===== src/ftp_pkg.sv =====
// Constants, types and shared decode for the flags, timer, pitch and unpack block.
// Assumes a single 25 MHz core clock and a synchronous active-high reset.
package ftp_pkg;

	////////////////////////////////////////////////////////////////////////////////
	// Internal tick: one prescaler step every 16 core clocks
	localparam int TICK_DIV = 16;
	localparam logic [3:0] TICK_LAST = 4'(TICK_DIV - 1);

	// Timer and prescaler
	localparam logic [7:0] TIMER_RST = 8'h00;
	localparam logic [7:0] DIV_RST = 8'h00;
	localparam logic [7:0] BYTE_ZERO = 8'h00;

	// Pitch-period counter figures
	localparam logic [13:0] PITCH_RST = 14'h0000;
	localparam logic [13:0] PITCH_STEP = 14'h0020;
	localparam logic [13:0] PITCH_IRQ_LIM = 14'h0200;
	localparam logic [13:0] EXCITE_LIM = 14'h0140;

	// Unpacker
	localparam logic [13:0] PTR_RST = 14'h0000;
	localparam logic [3:0] BITS_PER_BYTE = 4'h8;
	localparam logic [3:0] NARROW_W = 4'h8;

	// Instruction codes presented by the execution unit
	typedef enum logic [3:0] {
		OP_NONE = 4'h0,
		OP_BRANCH = 4'h1,
		OP_SHORT_BRANCH = 4'h2,
		OP_CALL = 4'h3,
		OP_INT_RET = 4'h4,
		OP_INTEGER = 4'h5,
		OP_SIGN_EXTEND = 4'h6,
		OP_TIMER_LOAD = 4'h7,
		OP_TIMER_READ = 4'h8,
		OP_DIVIDER_LOAD = 4'h9,
		OP_PITCH_LOAD = 4'hA,
		OP_UNPACK_INIT = 4'hB,
		OP_BIT_FETCH = 4'hC,
		OP_NARROW_MOVE = 4'hD
	} ftp_op_t;

	// Unpacker data source
	typedef enum logic [1:0] {
		SRC_ROM = 2'b00,
		SRC_RAM = 2'b01,
		SRC_EXT = 2'b10
	} ftp_src_t;

	// Unpacker sequencer, one-hot
	typedef enum logic [2:0] {
		ST_IDLE = 3'b001,
		ST_LOAD = 3'b010,
		ST_SHIFT = 3'b100
	} ftp_state_t;

	// Widen n low bits of v to 14 bits, zero fill or sign extend
	function automatic logic [13:0] ftp_extend(input logic [7:0] v, input logic [3:0] n,
		input logic int_mode);
		logic [13:0] r;
		logic sgn;
		r = 14'h0000;
		sgn = v[3'(n - 4'h1)];
		for (int i = 0; i < 14; i++)
		begin
			if (i < int'(n))
				r[i] = (i < 8) ? v[i[2:0]] : 1'b0;
			else
				r[i] = int_mode ? 1'b0 : sgn;
		end
		return r;
	endfunction

endpackage


===== src/ftp_core.sv =====
// Processor-side special registers: flags, narrow-data widening, timer, pitch, unpacker.
// Assumes the execution unit presents one instruction code per cycle with instr_valid,
// and that the byte memory port answers a held request with a one-cycle mem_ack.
`timescale 1ns/100ps
`default_nettype none
// Functional notes
// [RL1] Branch, short branch, call only when status set
// [RL2] Interrupt entry saves flags, return restores them
// [RL3] Integer instr sets, sign-extend instr clears mode
// [RL4] Narrow data zero-filled or sign-extended by mode
// [RL5] Timer decrements on each prescaler wrap
// [RL6] Timer load/read; divider load sets latch, maybe prescaler
// [RL7] Timer wrap raises held level-2 request
// [RL8] Timer idle until first load, then free-runs
// [RL9] Prescaler wrap reloads from preset latch
// [RL10] Prescaler ticks at one sixteenth core clock
// [RL11] Pitch load copies accumulator; counter cleared at start
// [RL12] Counter drops 020h per speech sample
// [RL13] Below zero, pitch value is added back
// [RL14] Level-1 interrupt when counter goes under 200h
// [RL15] Excitation only while counter within 140h..000h
// [RL16] Software keeps accumulator bits 0 and 13 zero
// [RL17] Software keeps pitch values within documented ranges
// [RL18] Unpack init loads pointer, fills shifter, clears count
// [RL19] Bit fetch moves one to eight bits
// [RL20] Empty shifter reloads from pointer, pointer increments
// [RL21] RAM source uses index, no increment
// [RL22] Source chosen by external and RAM mode bits
// [RL23] RAM bit high selects RAM, else ROM; the code picks external memory instead when external_memory_enable_bit is set
// [RL24] Level-2 delivered only with level-2 enable set
// [RL25] Fetched bits right-justified, filled by mode
module ftp_core
	import ftp_pkg::*;
(
	input wire logic core_clk,
	input wire logic rst,
	input wire logic instr_valid,
	input wire ftp_pkg::ftp_op_t instr_op,
	input wire logic [13:0] acc_in,
	input wire logic [7:0] narrow_in,
	input wire logic [2:0] fetch_len_m1,
	input wire logic [7:0] x_index,
	input wire logic status_we,
	input wire logic status_in,
	input wire logic int_enter,
	input wire logic int_enable,
	input wire logic int_in_service,
	input wire logic level2_ack,
	input wire logic level2_enable_bit,
	input wire logic external_memory_enable_bit,
	input wire logic ram_source_bit,
	input wire logic lattice_synthesis_mode,
	input wire logic speech_start,
	input wire logic sample_tick,
	input wire logic [7:0] mem_data,
	input wire logic mem_ack,
	output logic branch_take,
	output logic status_flag,
	output logic int_mode_flag,
	output logic [13:0] result_data,
	output logic result_we,
	output logic level2_irq,
	output logic level1_irq,
	output logic excitation_on,
	output logic [7:0] event_timer,
	output logic mem_req,
	output ftp_pkg::ftp_src_t mem_src,
	output logic [13:0] mem_addr,
	output logic unpack_busy
);
	import ftp_pkg::*;

	typedef struct packed {
		logic status;
		logic int_mode;
		logic saved_status;
		logic saved_int_mode;
		logic branch;
		logic [13:0] result;
		logic result_we;
		logic irq2_pend;
		logic irq2_req;
		logic [13:0] ptr;
		logic [7:0] shifter;
		logic [3:0] used;
		logic [3:0] want;
		logic [3:0] got;
		logic [7:0] bits;
		ftp_state_t fstate;
		logic init_load;
		logic req;
		ftp_src_t src;
		logic [13:0] addr;
		logic busy;
	} ftp_core_state_t;

	ftp_core_state_t s;
	ftp_core_state_t next_s;
	logic is_op;
	logic [7:0] next_bits;
	logic timer_wrap;

	////////////////////////////////////////////////////////////////////////////////
	// Timer and pitch sub-blocks
	ftp_timer i_ftp_timer (
		.core_clk(core_clk),
		.rst(rst),
		.timer_load(instr_valid && instr_op == OP_TIMER_LOAD),
		.divider_load(instr_valid && instr_op == OP_DIVIDER_LOAD),
		.load_data(acc_in[7:0]),
		.timer_value(event_timer),
		.timer_wrap(timer_wrap)
	);

	ftp_pitch i_ftp_pitch (
		.core_clk(core_clk),
		.rst(rst),
		.pitch_load(instr_valid && instr_op == OP_PITCH_LOAD),
		.pitch_data(acc_in),
		.speech_start(speech_start),
		.sample_tick(sample_tick),
		.lattice_synthesis_mode(lattice_synthesis_mode),
		.level1_irq(level1_irq),
		.excitation_on(excitation_on)
	);

	////////////////////////////////////////////////////////////////////////////////
	// Source of the next shifter byte; RAM overrides the external-memory choice
	function automatic ftp_src_t pick_src(input logic ram_bit, input logic ext_bit);
		if (ram_bit)
			return SRC_RAM;
		else if (ext_bit)
			return SRC_EXT;
		else
			return SRC_ROM;
	endfunction

	////////////////////////////////////////////////////////////////////////////////
	// Flags, instruction results, level-2 request and unpack sequencer
	always_comb
	begin
		next_s = s;
		next_s.branch = 1'b0;
		next_s.result_we = 1'b0;
		is_op = instr_valid;
		next_bits = {s.bits[6:0], s.shifter[7]};

		// Status flag follows the ALU; return restores the saved copy
		if (status_we)
			next_s.status = status_in;
		if (int_enter)
		begin
			next_s.saved_status = s.status; // [RL2]
			next_s.saved_int_mode = s.int_mode; // [RL2]
		end

		if (is_op)
		begin
			case (instr_op)
				OP_BRANCH, OP_SHORT_BRANCH, OP_CALL:
					next_s.branch = s.status; // [RL1]
				OP_INT_RET:
				begin
					next_s.status = s.saved_status; // [RL2]
					next_s.int_mode = s.saved_int_mode; // [RL2]
				end
				OP_INTEGER:
					next_s.int_mode = 1'b1; // [RL3]
				OP_SIGN_EXTEND:
					next_s.int_mode = 1'b0; // [RL3]
				OP_TIMER_READ:
				begin
					next_s.result = ftp_extend(event_timer, NARROW_W, s.int_mode); // [RL6] [RL4]
					next_s.result_we = 1'b1;
				end
				OP_NARROW_MOVE:
				begin
					next_s.result = ftp_extend(narrow_in, NARROW_W, s.int_mode); // [RL4]
					next_s.result_we = 1'b1;
				end
				OP_UNPACK_INIT:
				begin
					// Initial fill comes from the addressed byte, external memory if enabled, else ROM
					next_s.ptr = acc_in; // [RL18]
					next_s.src = external_memory_enable_bit ? SRC_EXT : SRC_ROM;
					next_s.addr = acc_in;
					next_s.req = 1'b1;
					next_s.init_load = 1'b1;
					next_s.fstate = ST_LOAD;
				end
				OP_BIT_FETCH:
				begin
					next_s.want = {1'b0, fetch_len_m1} + 4'h1; // [RL19]
					next_s.got = 4'h0;
					next_s.bits = BYTE_ZERO;
					next_s.fstate = ST_SHIFT;
				end
				default:
				begin
				end
			endcase
		end

		// Pending request survives until acknowledged; a new wrap wins over the clear
		if (level2_ack)
			next_s.irq2_pend = 1'b0;
		if (timer_wrap)
			next_s.irq2_pend = 1'b1; // [RL7]
		next_s.irq2_req = next_s.irq2_pend && level2_enable_bit && int_enable
			&& !int_in_service; // [RL7] [RL24]

		// Sequencer; new fetch or init instructions are not issued while busy
		case (s.fstate)
			ST_IDLE:
			begin
			end
			ST_LOAD:
				if (mem_ack)
				begin
					next_s.req = 1'b0;
					next_s.shifter = mem_data;
					next_s.used = 4'h0; // [RL18]
					if (s.src != SRC_RAM)
						next_s.ptr = s.ptr + 14'h0001; // [RL20] [RL21]
					next_s.init_load = 1'b0;
					next_s.fstate = s.init_load ? ST_IDLE : ST_SHIFT;
				end
			ST_SHIFT:
				if (s.used == BITS_PER_BYTE)
				begin
					// Out of bits: refill before the fetch goes on
					next_s.src = pick_src(ram_source_bit, external_memory_enable_bit); // [RL22] [RL23]
					next_s.addr = ram_source_bit ? {6'h00, x_index} : s.ptr; // [RL20] [RL21]
					next_s.req = 1'b1;
					next_s.fstate = ST_LOAD;
				end
				else
				begin
					next_s.bits = next_bits;
					next_s.shifter = {s.shifter[6:0], 1'b0};
					next_s.used = s.used + 4'h1;
					next_s.got = s.got + 4'h1;
					if (s.got + 4'h1 == s.want)
					begin
						next_s.result = ftp_extend(next_bits, s.want, s.int_mode); // [RL25]
						next_s.result_we = 1'b1; // [RL19]
						next_s.fstate = ST_IDLE;
					end
				end
			default:
				next_s.fstate = ST_IDLE;
		endcase
		next_s.busy = (next_s.fstate != ST_IDLE);
	end

	// State register; the status flag has no defined power-up value, cleared here
	always_ff @(posedge core_clk)
	begin
		if (rst)
			s <= '{status: 1'b0, int_mode: 1'b0, saved_status: 1'b0, saved_int_mode: 1'b0,
				branch: 1'b0, result: 14'h0000, result_we: 1'b0, irq2_pend: 1'b0,
				irq2_req: 1'b0, ptr: PTR_RST, shifter: BYTE_ZERO, used: BITS_PER_BYTE,
				want: 4'h1, got: 4'h0, bits: BYTE_ZERO, fstate: ST_IDLE, init_load: 1'b0,
				req: 1'b0, src: SRC_ROM, addr: PTR_RST, busy: 1'b0};
		else
			s <= next_s;
	end

	////////////////////////////////////////////////////////////////////////////////
	// Outputs straight from the state register
	assign branch_take = s.branch;
	assign status_flag = s.status;
	assign int_mode_flag = s.int_mode;
	assign result_data = s.result;
	assign result_we = s.result_we;
	assign level2_irq = s.irq2_req;
	assign mem_req = s.req;
	assign mem_src = s.src;
	assign mem_addr = s.addr;
	assign unpack_busy = s.busy;

	chk_branch_cond: assert property (@(posedge core_clk) disable iff (rst) // [RL1]
		(instr_valid && (instr_op == OP_BRANCH || instr_op == OP_SHORT_BRANCH
		|| instr_op == OP_CALL))
		|=> (branch_take == $past(status_flag)))
		else $error("branch taken against status flag");
	chk_int_return: assert property (@(posedge core_clk) disable iff (rst) // [RL2]
		(instr_valid && instr_op == OP_INT_RET && !int_enter)
		|=> (int_mode_flag == $past(s.saved_int_mode)
		&& status_flag == $past(s.saved_status)))
		else $error("flags not restored on return");
	chk_intmode_set: assert property (@(posedge core_clk) disable iff (rst) // [RL3]
		(instr_valid && instr_op == OP_INTEGER) |=> int_mode_flag)
		else $error("integer mode not set");
	chk_narrow_fill: assert property (@(posedge core_clk) disable iff (rst) // [RL4]
		(instr_valid && instr_op == OP_NARROW_MOVE && int_mode_flag && narrow_in[7])
		|=> (result_we && result_data[13:8] == 6'h00))
		else $error("integer mode did not zero fill");
	chk_irq2_gate: assert property (@(posedge core_clk) disable iff (rst) // [RL24]
		level2_irq |-> ($past(level2_enable_bit) && $past(int_enable)))
		else $error("level-2 request without enable");
	chk_ram_no_inc: assert property (@(posedge core_clk) disable iff (rst) // [RL21]
		(s.fstate == ST_LOAD && mem_ack && mem_src == SRC_RAM) |=> $stable(s.ptr))
		else $error("pointer moved on RAM refill");
	chk_fetch_done: assert property (@(posedge core_clk) disable iff (rst) // [RL19]
		(instr_valid && instr_op == OP_BIT_FETCH && fetch_len_m1 == 3'h0 && !unpack_busy
		&& s.used != BITS_PER_BYTE) |=> ##1 (result_we && !unpack_busy))
		else $error("one-bit fetch not finished in two cycles");

endmodule
`default_nettype wire


===== src/ftp_pitch.sv =====
// Pitch register and pitch-period counter with level-1 request and excitation window.
// Assumes sample_tick is a one-cycle strobe per speech sample from the synthesizer.
`timescale 1ns/100ps
`default_nettype none
module ftp_pitch
	import ftp_pkg::*;
(
	input wire logic core_clk,
	input wire logic rst,
	input wire logic pitch_load,
	input wire logic [13:0] pitch_data,
	input wire logic speech_start,
	input wire logic sample_tick,
	input wire logic lattice_synthesis_mode,
	output logic level1_irq,
	output logic excitation_on
);
	import ftp_pkg::*;

	typedef struct packed {
		logic [13:0] period_cnt;
		logic [13:0] pitch;
		logic irq;
		logic excite;
	} ftp_pitch_state_t;

	ftp_pitch_state_t s;
	ftp_pitch_state_t next_s;
	logic [14:0] diff;
	logic [14:0] sum;

	////////////////////////////////////////////////////////////////////////////////
	// Step the counter; a borrow means it went below zero and gets the period back
	always_comb
	begin
		next_s = s;
		next_s.irq = 1'b0;
		diff = {1'b0, s.period_cnt} - {1'b0, PITCH_STEP};
		sum = diff + {1'b0, s.pitch};
		if (pitch_load)
			next_s.pitch = pitch_data; // [RL11]
		if (speech_start)
			next_s.period_cnt = PITCH_RST; // [RL11]
		else if (lattice_synthesis_mode && sample_tick)
		begin
			if (diff[14])
			begin
				next_s.period_cnt = sum[13:0]; // [RL13]
				next_s.irq = (sum[13:0] < PITCH_IRQ_LIM); // [RL14]
			end
			else
			begin
				next_s.period_cnt = diff[13:0]; // [RL12]
				next_s.irq = (diff[13:0] < PITCH_IRQ_LIM)
					&& (s.period_cnt >= PITCH_IRQ_LIM); // [RL14]
			end
		end
		next_s.excite = lattice_synthesis_mode && (next_s.period_cnt <= EXCITE_LIM); // [RL15]
	end

	// State register
	always_ff @(posedge core_clk)
	begin
		if (rst)
			s <= '{period_cnt: PITCH_RST, pitch: PITCH_RST, irq: 1'b0, excite: 1'b0};
		else
			s <= next_s;
	end

	assign level1_irq = s.irq;
	assign excitation_on = s.excite;

	chk_pitch_step_down: assert property (@(posedge core_clk) disable iff (rst) // [RL12]
		(lattice_synthesis_mode && sample_tick && !speech_start && s.period_cnt >= PITCH_STEP)
		|=> (s.period_cnt == $past(s.period_cnt) - PITCH_STEP))
		else $error("pitch counter did not step by 020h");
	chk_excite_window: assert property (@(posedge core_clk) disable iff (rst) // [RL15]
		excitation_on |-> (s.period_cnt <= EXCITE_LIM))
		else $error("excitation outside window");

endmodule
`default_nettype wire


===== src/ftp_timer.sv =====
// Event timer with reloadable prescaler driven by a 1/16 core-clock tick.
// Assumes load strobes are single-cycle pulses from the instruction decoder.
`timescale 1ns/100ps
`default_nettype none
module ftp_timer
	import ftp_pkg::*;
(
	input wire logic core_clk,
	input wire logic rst,
	input wire logic timer_load,
	input wire logic divider_load,
	input wire logic [7:0] load_data,
	output logic [7:0] timer_value,
	output logic timer_wrap
);
	import ftp_pkg::*;

	typedef struct packed {
		logic [3:0] tick_cnt;
		logic [7:0] divider;
		logic [7:0] preset;
		logic [7:0] timer;
		logic armed;
		logic wrap;
	} ftp_timer_state_t;

	ftp_timer_state_t s;
	ftp_timer_state_t next_s;
	logic tick;

	////////////////////////////////////////////////////////////////////////////////
	// Count, reload and load; a timer load in the same cycle overrides the count
	always_comb
	begin
		next_s = s;
		next_s.wrap = 1'b0;
		tick = (s.tick_cnt == TICK_LAST);
		next_s.tick_cnt = s.tick_cnt + 4'h1; // Free-running divide by 16 [RL10]
		if (tick && s.armed) // Idle until first loaded [RL8]
		begin
			if (s.divider == BYTE_ZERO)
			begin
				next_s.divider = s.preset; // [RL9]
				next_s.timer = s.timer - 8'h01; // [RL5]
				if (s.timer == BYTE_ZERO)
					next_s.wrap = 1'b1; // [RL7]
			end
			else
				next_s.divider = s.divider - 8'h01;
		end
		if (divider_load)
		begin
			next_s.preset = load_data; // [RL6]
			if (!s.armed)
				next_s.divider = load_data; // [RL6]
		end
		if (timer_load)
		begin
			next_s.timer = load_data; // [RL6]
			next_s.armed = 1'b1; // Stays armed for good [RL8]
		end
	end

	// State register
	always_ff @(posedge core_clk)
	begin
		if (rst)
			s <= '{tick_cnt: 4'h0, divider: DIV_RST, preset: DIV_RST, timer: TIMER_RST,
				armed: 1'b0, wrap: 1'b0};
		else
			s <= next_s;
	end

	assign timer_value = s.timer;
	assign timer_wrap = s.wrap;

	chk_timer_wrap_pulse: assert property (@(posedge core_clk) disable iff (rst) // [RL7]
		(tick && s.armed && s.divider == BYTE_ZERO && s.timer == BYTE_ZERO && !timer_load)
		|=> (timer_wrap && timer_value == 8'hFF))
		else $error("timer wrap not flagged");
	chk_timer_unarmed_hold: assert property (@(posedge core_clk) disable iff (rst) // [RL8]
		(!s.armed && !timer_load) |=> $stable(timer_value))
		else $error("timer moved before first load");

endmodule
`default_nettype wire


===== config.mk =====
export PLATFORM = sky130hd
export DESIGN_NAME = ftp_core
export DESIGN_NICKNAME = d
export VERILOG_FILES = /design/src/ftp_pkg.sv /design/src/ftp_core.sv /design/src/ftp_pitch.sv /design/src/ftp_timer.sv
export SDC_FILE = /design/constraint.sdc
export NUM_CORES = 1
export LEC_CHECK = 0
export BUFFER_PORTS_ARGS = -buffer_cell sky130_fd_sc_hd__buf_2
export CORE_MARGIN = 2
export CORE_UTILIZATION = 35
export CTS_CLUSTER_DIAMETER = 30
export DETAILED_ROUTE_END_ITERATION = 12
export PLACE_DENSITY = 0.55
export SLEW_MARGIN = 10
export SYNTH_ARGS = -nofsm -noshare
export SYNTH_HDL_FRONTEND = slang
export SYNTH_HIERARCHICAL = 1
export SYNTH_SLANG_ARGS = --single-unit

===== constraint.sdc =====
create_clock -name core_clk -period 2.6 [get_ports core_clk]
set_input_delay 0.52 -clock core_clk [delete_from_list [all_inputs] [get_ports core_clk]]
set_output_delay 0.52 -clock core_clk [all_outputs]
set_load 0.05 [all_outputs]

==> metrics.cfg <==
[status]
outcome=finished, violations left
violations=setup timing

[clocking]
tritoncts=done
cts_made_buffers=17
holdBufCountCts=0
cts.sinks=145
clk_pin_slew_worst_paths_ns=0.07
cts_buffer_depth=2
cts_htree_levels=4
clkLatencyLatePin_ns=0.43
clockRootBuffer=clkbuf_16

[place]
io_buffer_count=107
gp_congestion=0.888
dpl.hpwl_mm=19.0
dp.cells=1502

[power]
p_leak_nw=4.24
power_mw=6.05
vdd_drop_max_mv=0.343
power_density_nw_per_um2=564

[floorplan]
die_w_um=165
core_um2=25300
top_level_ports=108
rows=58
start_util=0.358
die-area_um2=27100
die_h_um=165

[grt]
grt_usage=0.194
grt_first_pass_wirelength_mm=41.7
grt.overflow.total=0
grt_pass1_vias=7850
grt_max_degree=75
antenna_found_initial=0

[logic_synthesis]
syn_area_per_cell_um2=8.18
synth_edf_count=0
ys_warn_count=6
synth-seq-area-share=0.321
synth_top_cell_by_area=dfxtp_1
syn_nets=1193
synth_area_leaders=dfxtp_1, nor2_1, mux2i_1
syn_area_um2=9030
ys_ff_latch=145
synth_top_cell_area_share=0.321
synth.distinct_cells=88
async_reset_ff_frac=0
syn_inst=1105
dominantRegCellSynth=dfxtp_1

[final_layout]
fillCellCount=2583
area_delta_synth_final_pct=18.7
layout-drive-gt1-share=0.229
n_antenna_cell=0
fin_nets=1282
fin_cells=1535

[drt]
routed_wl_mm=26.2
viasPerCell=5.47
first_iter_violations=613
avgRoutedWirePerCell_um=17.1
drc=0
drtPass1Iterations=7
num_vias=8394
drtAntennaViolNets=0

[setup_path]
crit_type=flop to flop
cp.depth=11
slowest_stage=or4_4
crit_path_end_kind=flop
worstReg2RegStart=i_ftp_pitch/s[21]$_SDFF_PP0_
path_delay_family=compound AO/OA/AOI/OAI gates
cp-start-kind=flop
cp.arrival_ns=3.00
ff2ff_path_depth=11
reg2reg_to=i_ftp_pitch/level1_irq$_SDFF_PP0_
critPathMaxFanout=3
max_stage_delay_ns=0.56
r2r_setup_slack_ns=-0.06
crit_chain=or4_4 -> o21ai_2 -> nand2_2 -> ha_4 -> a21oi_2 -> o21ai_1 -> a21o_1 -> a221o_1 -> xor2_1 -> nand3_1 -> o31ai_1
path_buf_inv=0
required_ns=2.94

[timing]
finalCritPeriodShare=1.02
timing.final.ws_setup_ns=-0.0559
whs_ns=0.254
slew_violations=0
rsz0062_at_grt=yes
relSlewSlack=0.501
timing.fmax_mhz=377
tightest_slew_ns=0.741
period_needed_ns=2.66
clock_skew_ns=0.00926
setup_violations=2
hold_violations=0

[worst_hold_path]
hp-start=int_in_service
whs_path_depth=2
whs_endpoint=level2_irq$_SDFF_PP0_
hp-class=input port to flop

[run]
cap_violations=0

[synth_stat cells, drive strengths merged, types with 6 or more instances]
library cell,instances
buf,68
xnor2,14
o21ai,43
nor2,147
nand3,36
a211oi,48
nand2,64
mux2i,49
nor3,33
a31oi,10
o41ai,10
clkbuf,43
nor4,14
nand4,16
o221ai,7
a22oi,9
or4,8
inv,32
a21o,6
a21oi,70
xor2,13
o31ai,7
nor3b,11
and3,11
a311oi,18
o211ai,11
ha,26
nand2b,14
or3,10
nand3b,13
nor2b,17
dfxtp,145
[cell families (layout without fill, tap and decap cells)]
group	count (synthesis)	in the layout	share of synthesized area
adders and majority gates	27	27	0.0382
DFF	145	145	0.321
muxes	55	55	0.0655
and+or+nand+nor	427	427	0.251
xor gates and xnor gates	28	28	0.0288
AOI/OAI and AO/OA	279	279	0.210
buffers and inverters	144	244	0.0850
[state kept, by name, summed over array words and instances, names as in the netlist]
signal	count
branch_take	1
result_we	1
result_data	14
unpack_busy	1
level2_irq	1
i_ftp_timer/s	21
status_flag	1
i_ftp_pitch/s	28
i_ftp_timer/timer_value	8
i_ftp_timer/timer_wrap	1
next_bits	8
i_ftp_pitch/level1_irq	1
i_ftp_pitch/excitation_on	1
mem_src	2
int_mode_flag	1
mem_req	1
s	40
mem_addr	14
[per-layer routing]
layer  up-vias  track usage  share of wire
met5         -            0              0
met4         0       0.0514          0.013
met3        23       0.0296          0.041
met2       203        0.312           0.46
met1      3957        0.272           0.48
li1       4211            -              -
[cells in the final DEF, fill, tap and decap left out, drive strengths merged, types with 14 or more instances in the layout]
master | netlist | final
mux2i | 49 | 49
a21oi | 70 | 70
a311oi | 18 | 18
nand3 | 36 | 36
nand2b | 14 | 14
nand2 | 64 | 64
xnor2 | 14 | 14
nand4 | 16 | 16
dfxtp | 145 | 145
ha | 26 | 26
buf | 68 | 182
nor3 | 33 | 33
clkbuf | 43 | 19
o21ai | 43 | 43
a211oi | 48 | 48
nor4 | 14 | 14
inv | 32 | 33
nor2b | 17 | 17
nor2 | 147 | 147
[worst max-delay path by stage]
| stage | start | end |
|---|---|---|
| after floorplan | i_ftp_pitch/s[21]$_SDFF_PP0_ | i_ftp_pitch/excitation_on$_SDFF_PP0_ |
| after global placement | i_ftp_pitch/s[21]$_SDFF_PP0_ | i_ftp_pitch/excitation_on$_SDFF_PP0_ |
| after detailed placement | i_ftp_pitch/s[21]$_SDFF_PP0_ | i_ftp_pitch/excitation_on$_SDFF_PP0_ |
| after CTS | i_ftp_pitch/s[21]$_SDFF_PP0_ | i_ftp_pitch/excitation_on$_SDFF_PP0_ |
| after global routing | i_ftp_pitch/s[21]$_SDFF_PP0_ | i_ftp_pitch/level1_irq$_SDFF_PP0_ |
| final | i_ftp_pitch/s[21]$_SDFF_PP0_ | i_ftp_pitch/level1_irq$_SDFF_PP0_ |
[worst reg2reg max path, cell delays in order (launching register included)]
cell and delay, ns:
dfxtp_4 0.36, or4_4 0.56, o21ai_2 0.14, nand2_2 0.10, ha_4 0.26, a21oi_2 0.13
o21ai_1 0.08, a21o_1 0.15, a221o_1 0.34, xor2_1 0.14, nand3_1 0.08, o31ai_1 0.21
[final cells by class]
type / instances / area [µm²] / share of cell area
clock buffers: 19 / 453 / 0.0423
clock inverters: 11 / 209 / 0.0195
inverters: 32 / 123 / 0.0114
multi-input cells: 816 / 5500 / 0.513
flip-flops and latches: 145 / 2910 / 0.271
well taps: 330 / 413 / 0.0385
repair buffers: 182 / 1110 / 0.104
[timing repair]
item	CTS	global route
pin swaps	9	4
buffers inserted	3	0
gates resized for setup	6	14
cloned	0	0
endpoints found under the setup margin	3	7
[through the flow]
stage          TNS [ns]  cell area, µm²   util  setup slack, ns
5_1_grt          -0.610           10700  0.424           -0.252
3_5_place_dp     -0.201            9940  0.394           -0.102
4_1_cts          -0.221           10700  0.422           -0.123
3_3_place_gp     -0.159            9940  0.394          -0.0962
2_1_floorplan   -0.0262            9090      -          -0.0262
6_report        -0.0911           10700  0.424          -0.0559
[power breakdown]
part / internal (mW) / total [mW] / leakage (nW) / switching, mW
sequential: 2.27 / 2.32 / 1.17 / 0.0505
combinational: 0.369 / 0.921 / 2.73 / 0.552
clock: 1.84 / 2.81 / 0.329 / 0.970
total: 4.48 / 6.05 / 4.24 / 1.57
Power figures use the tool's default switching activity.
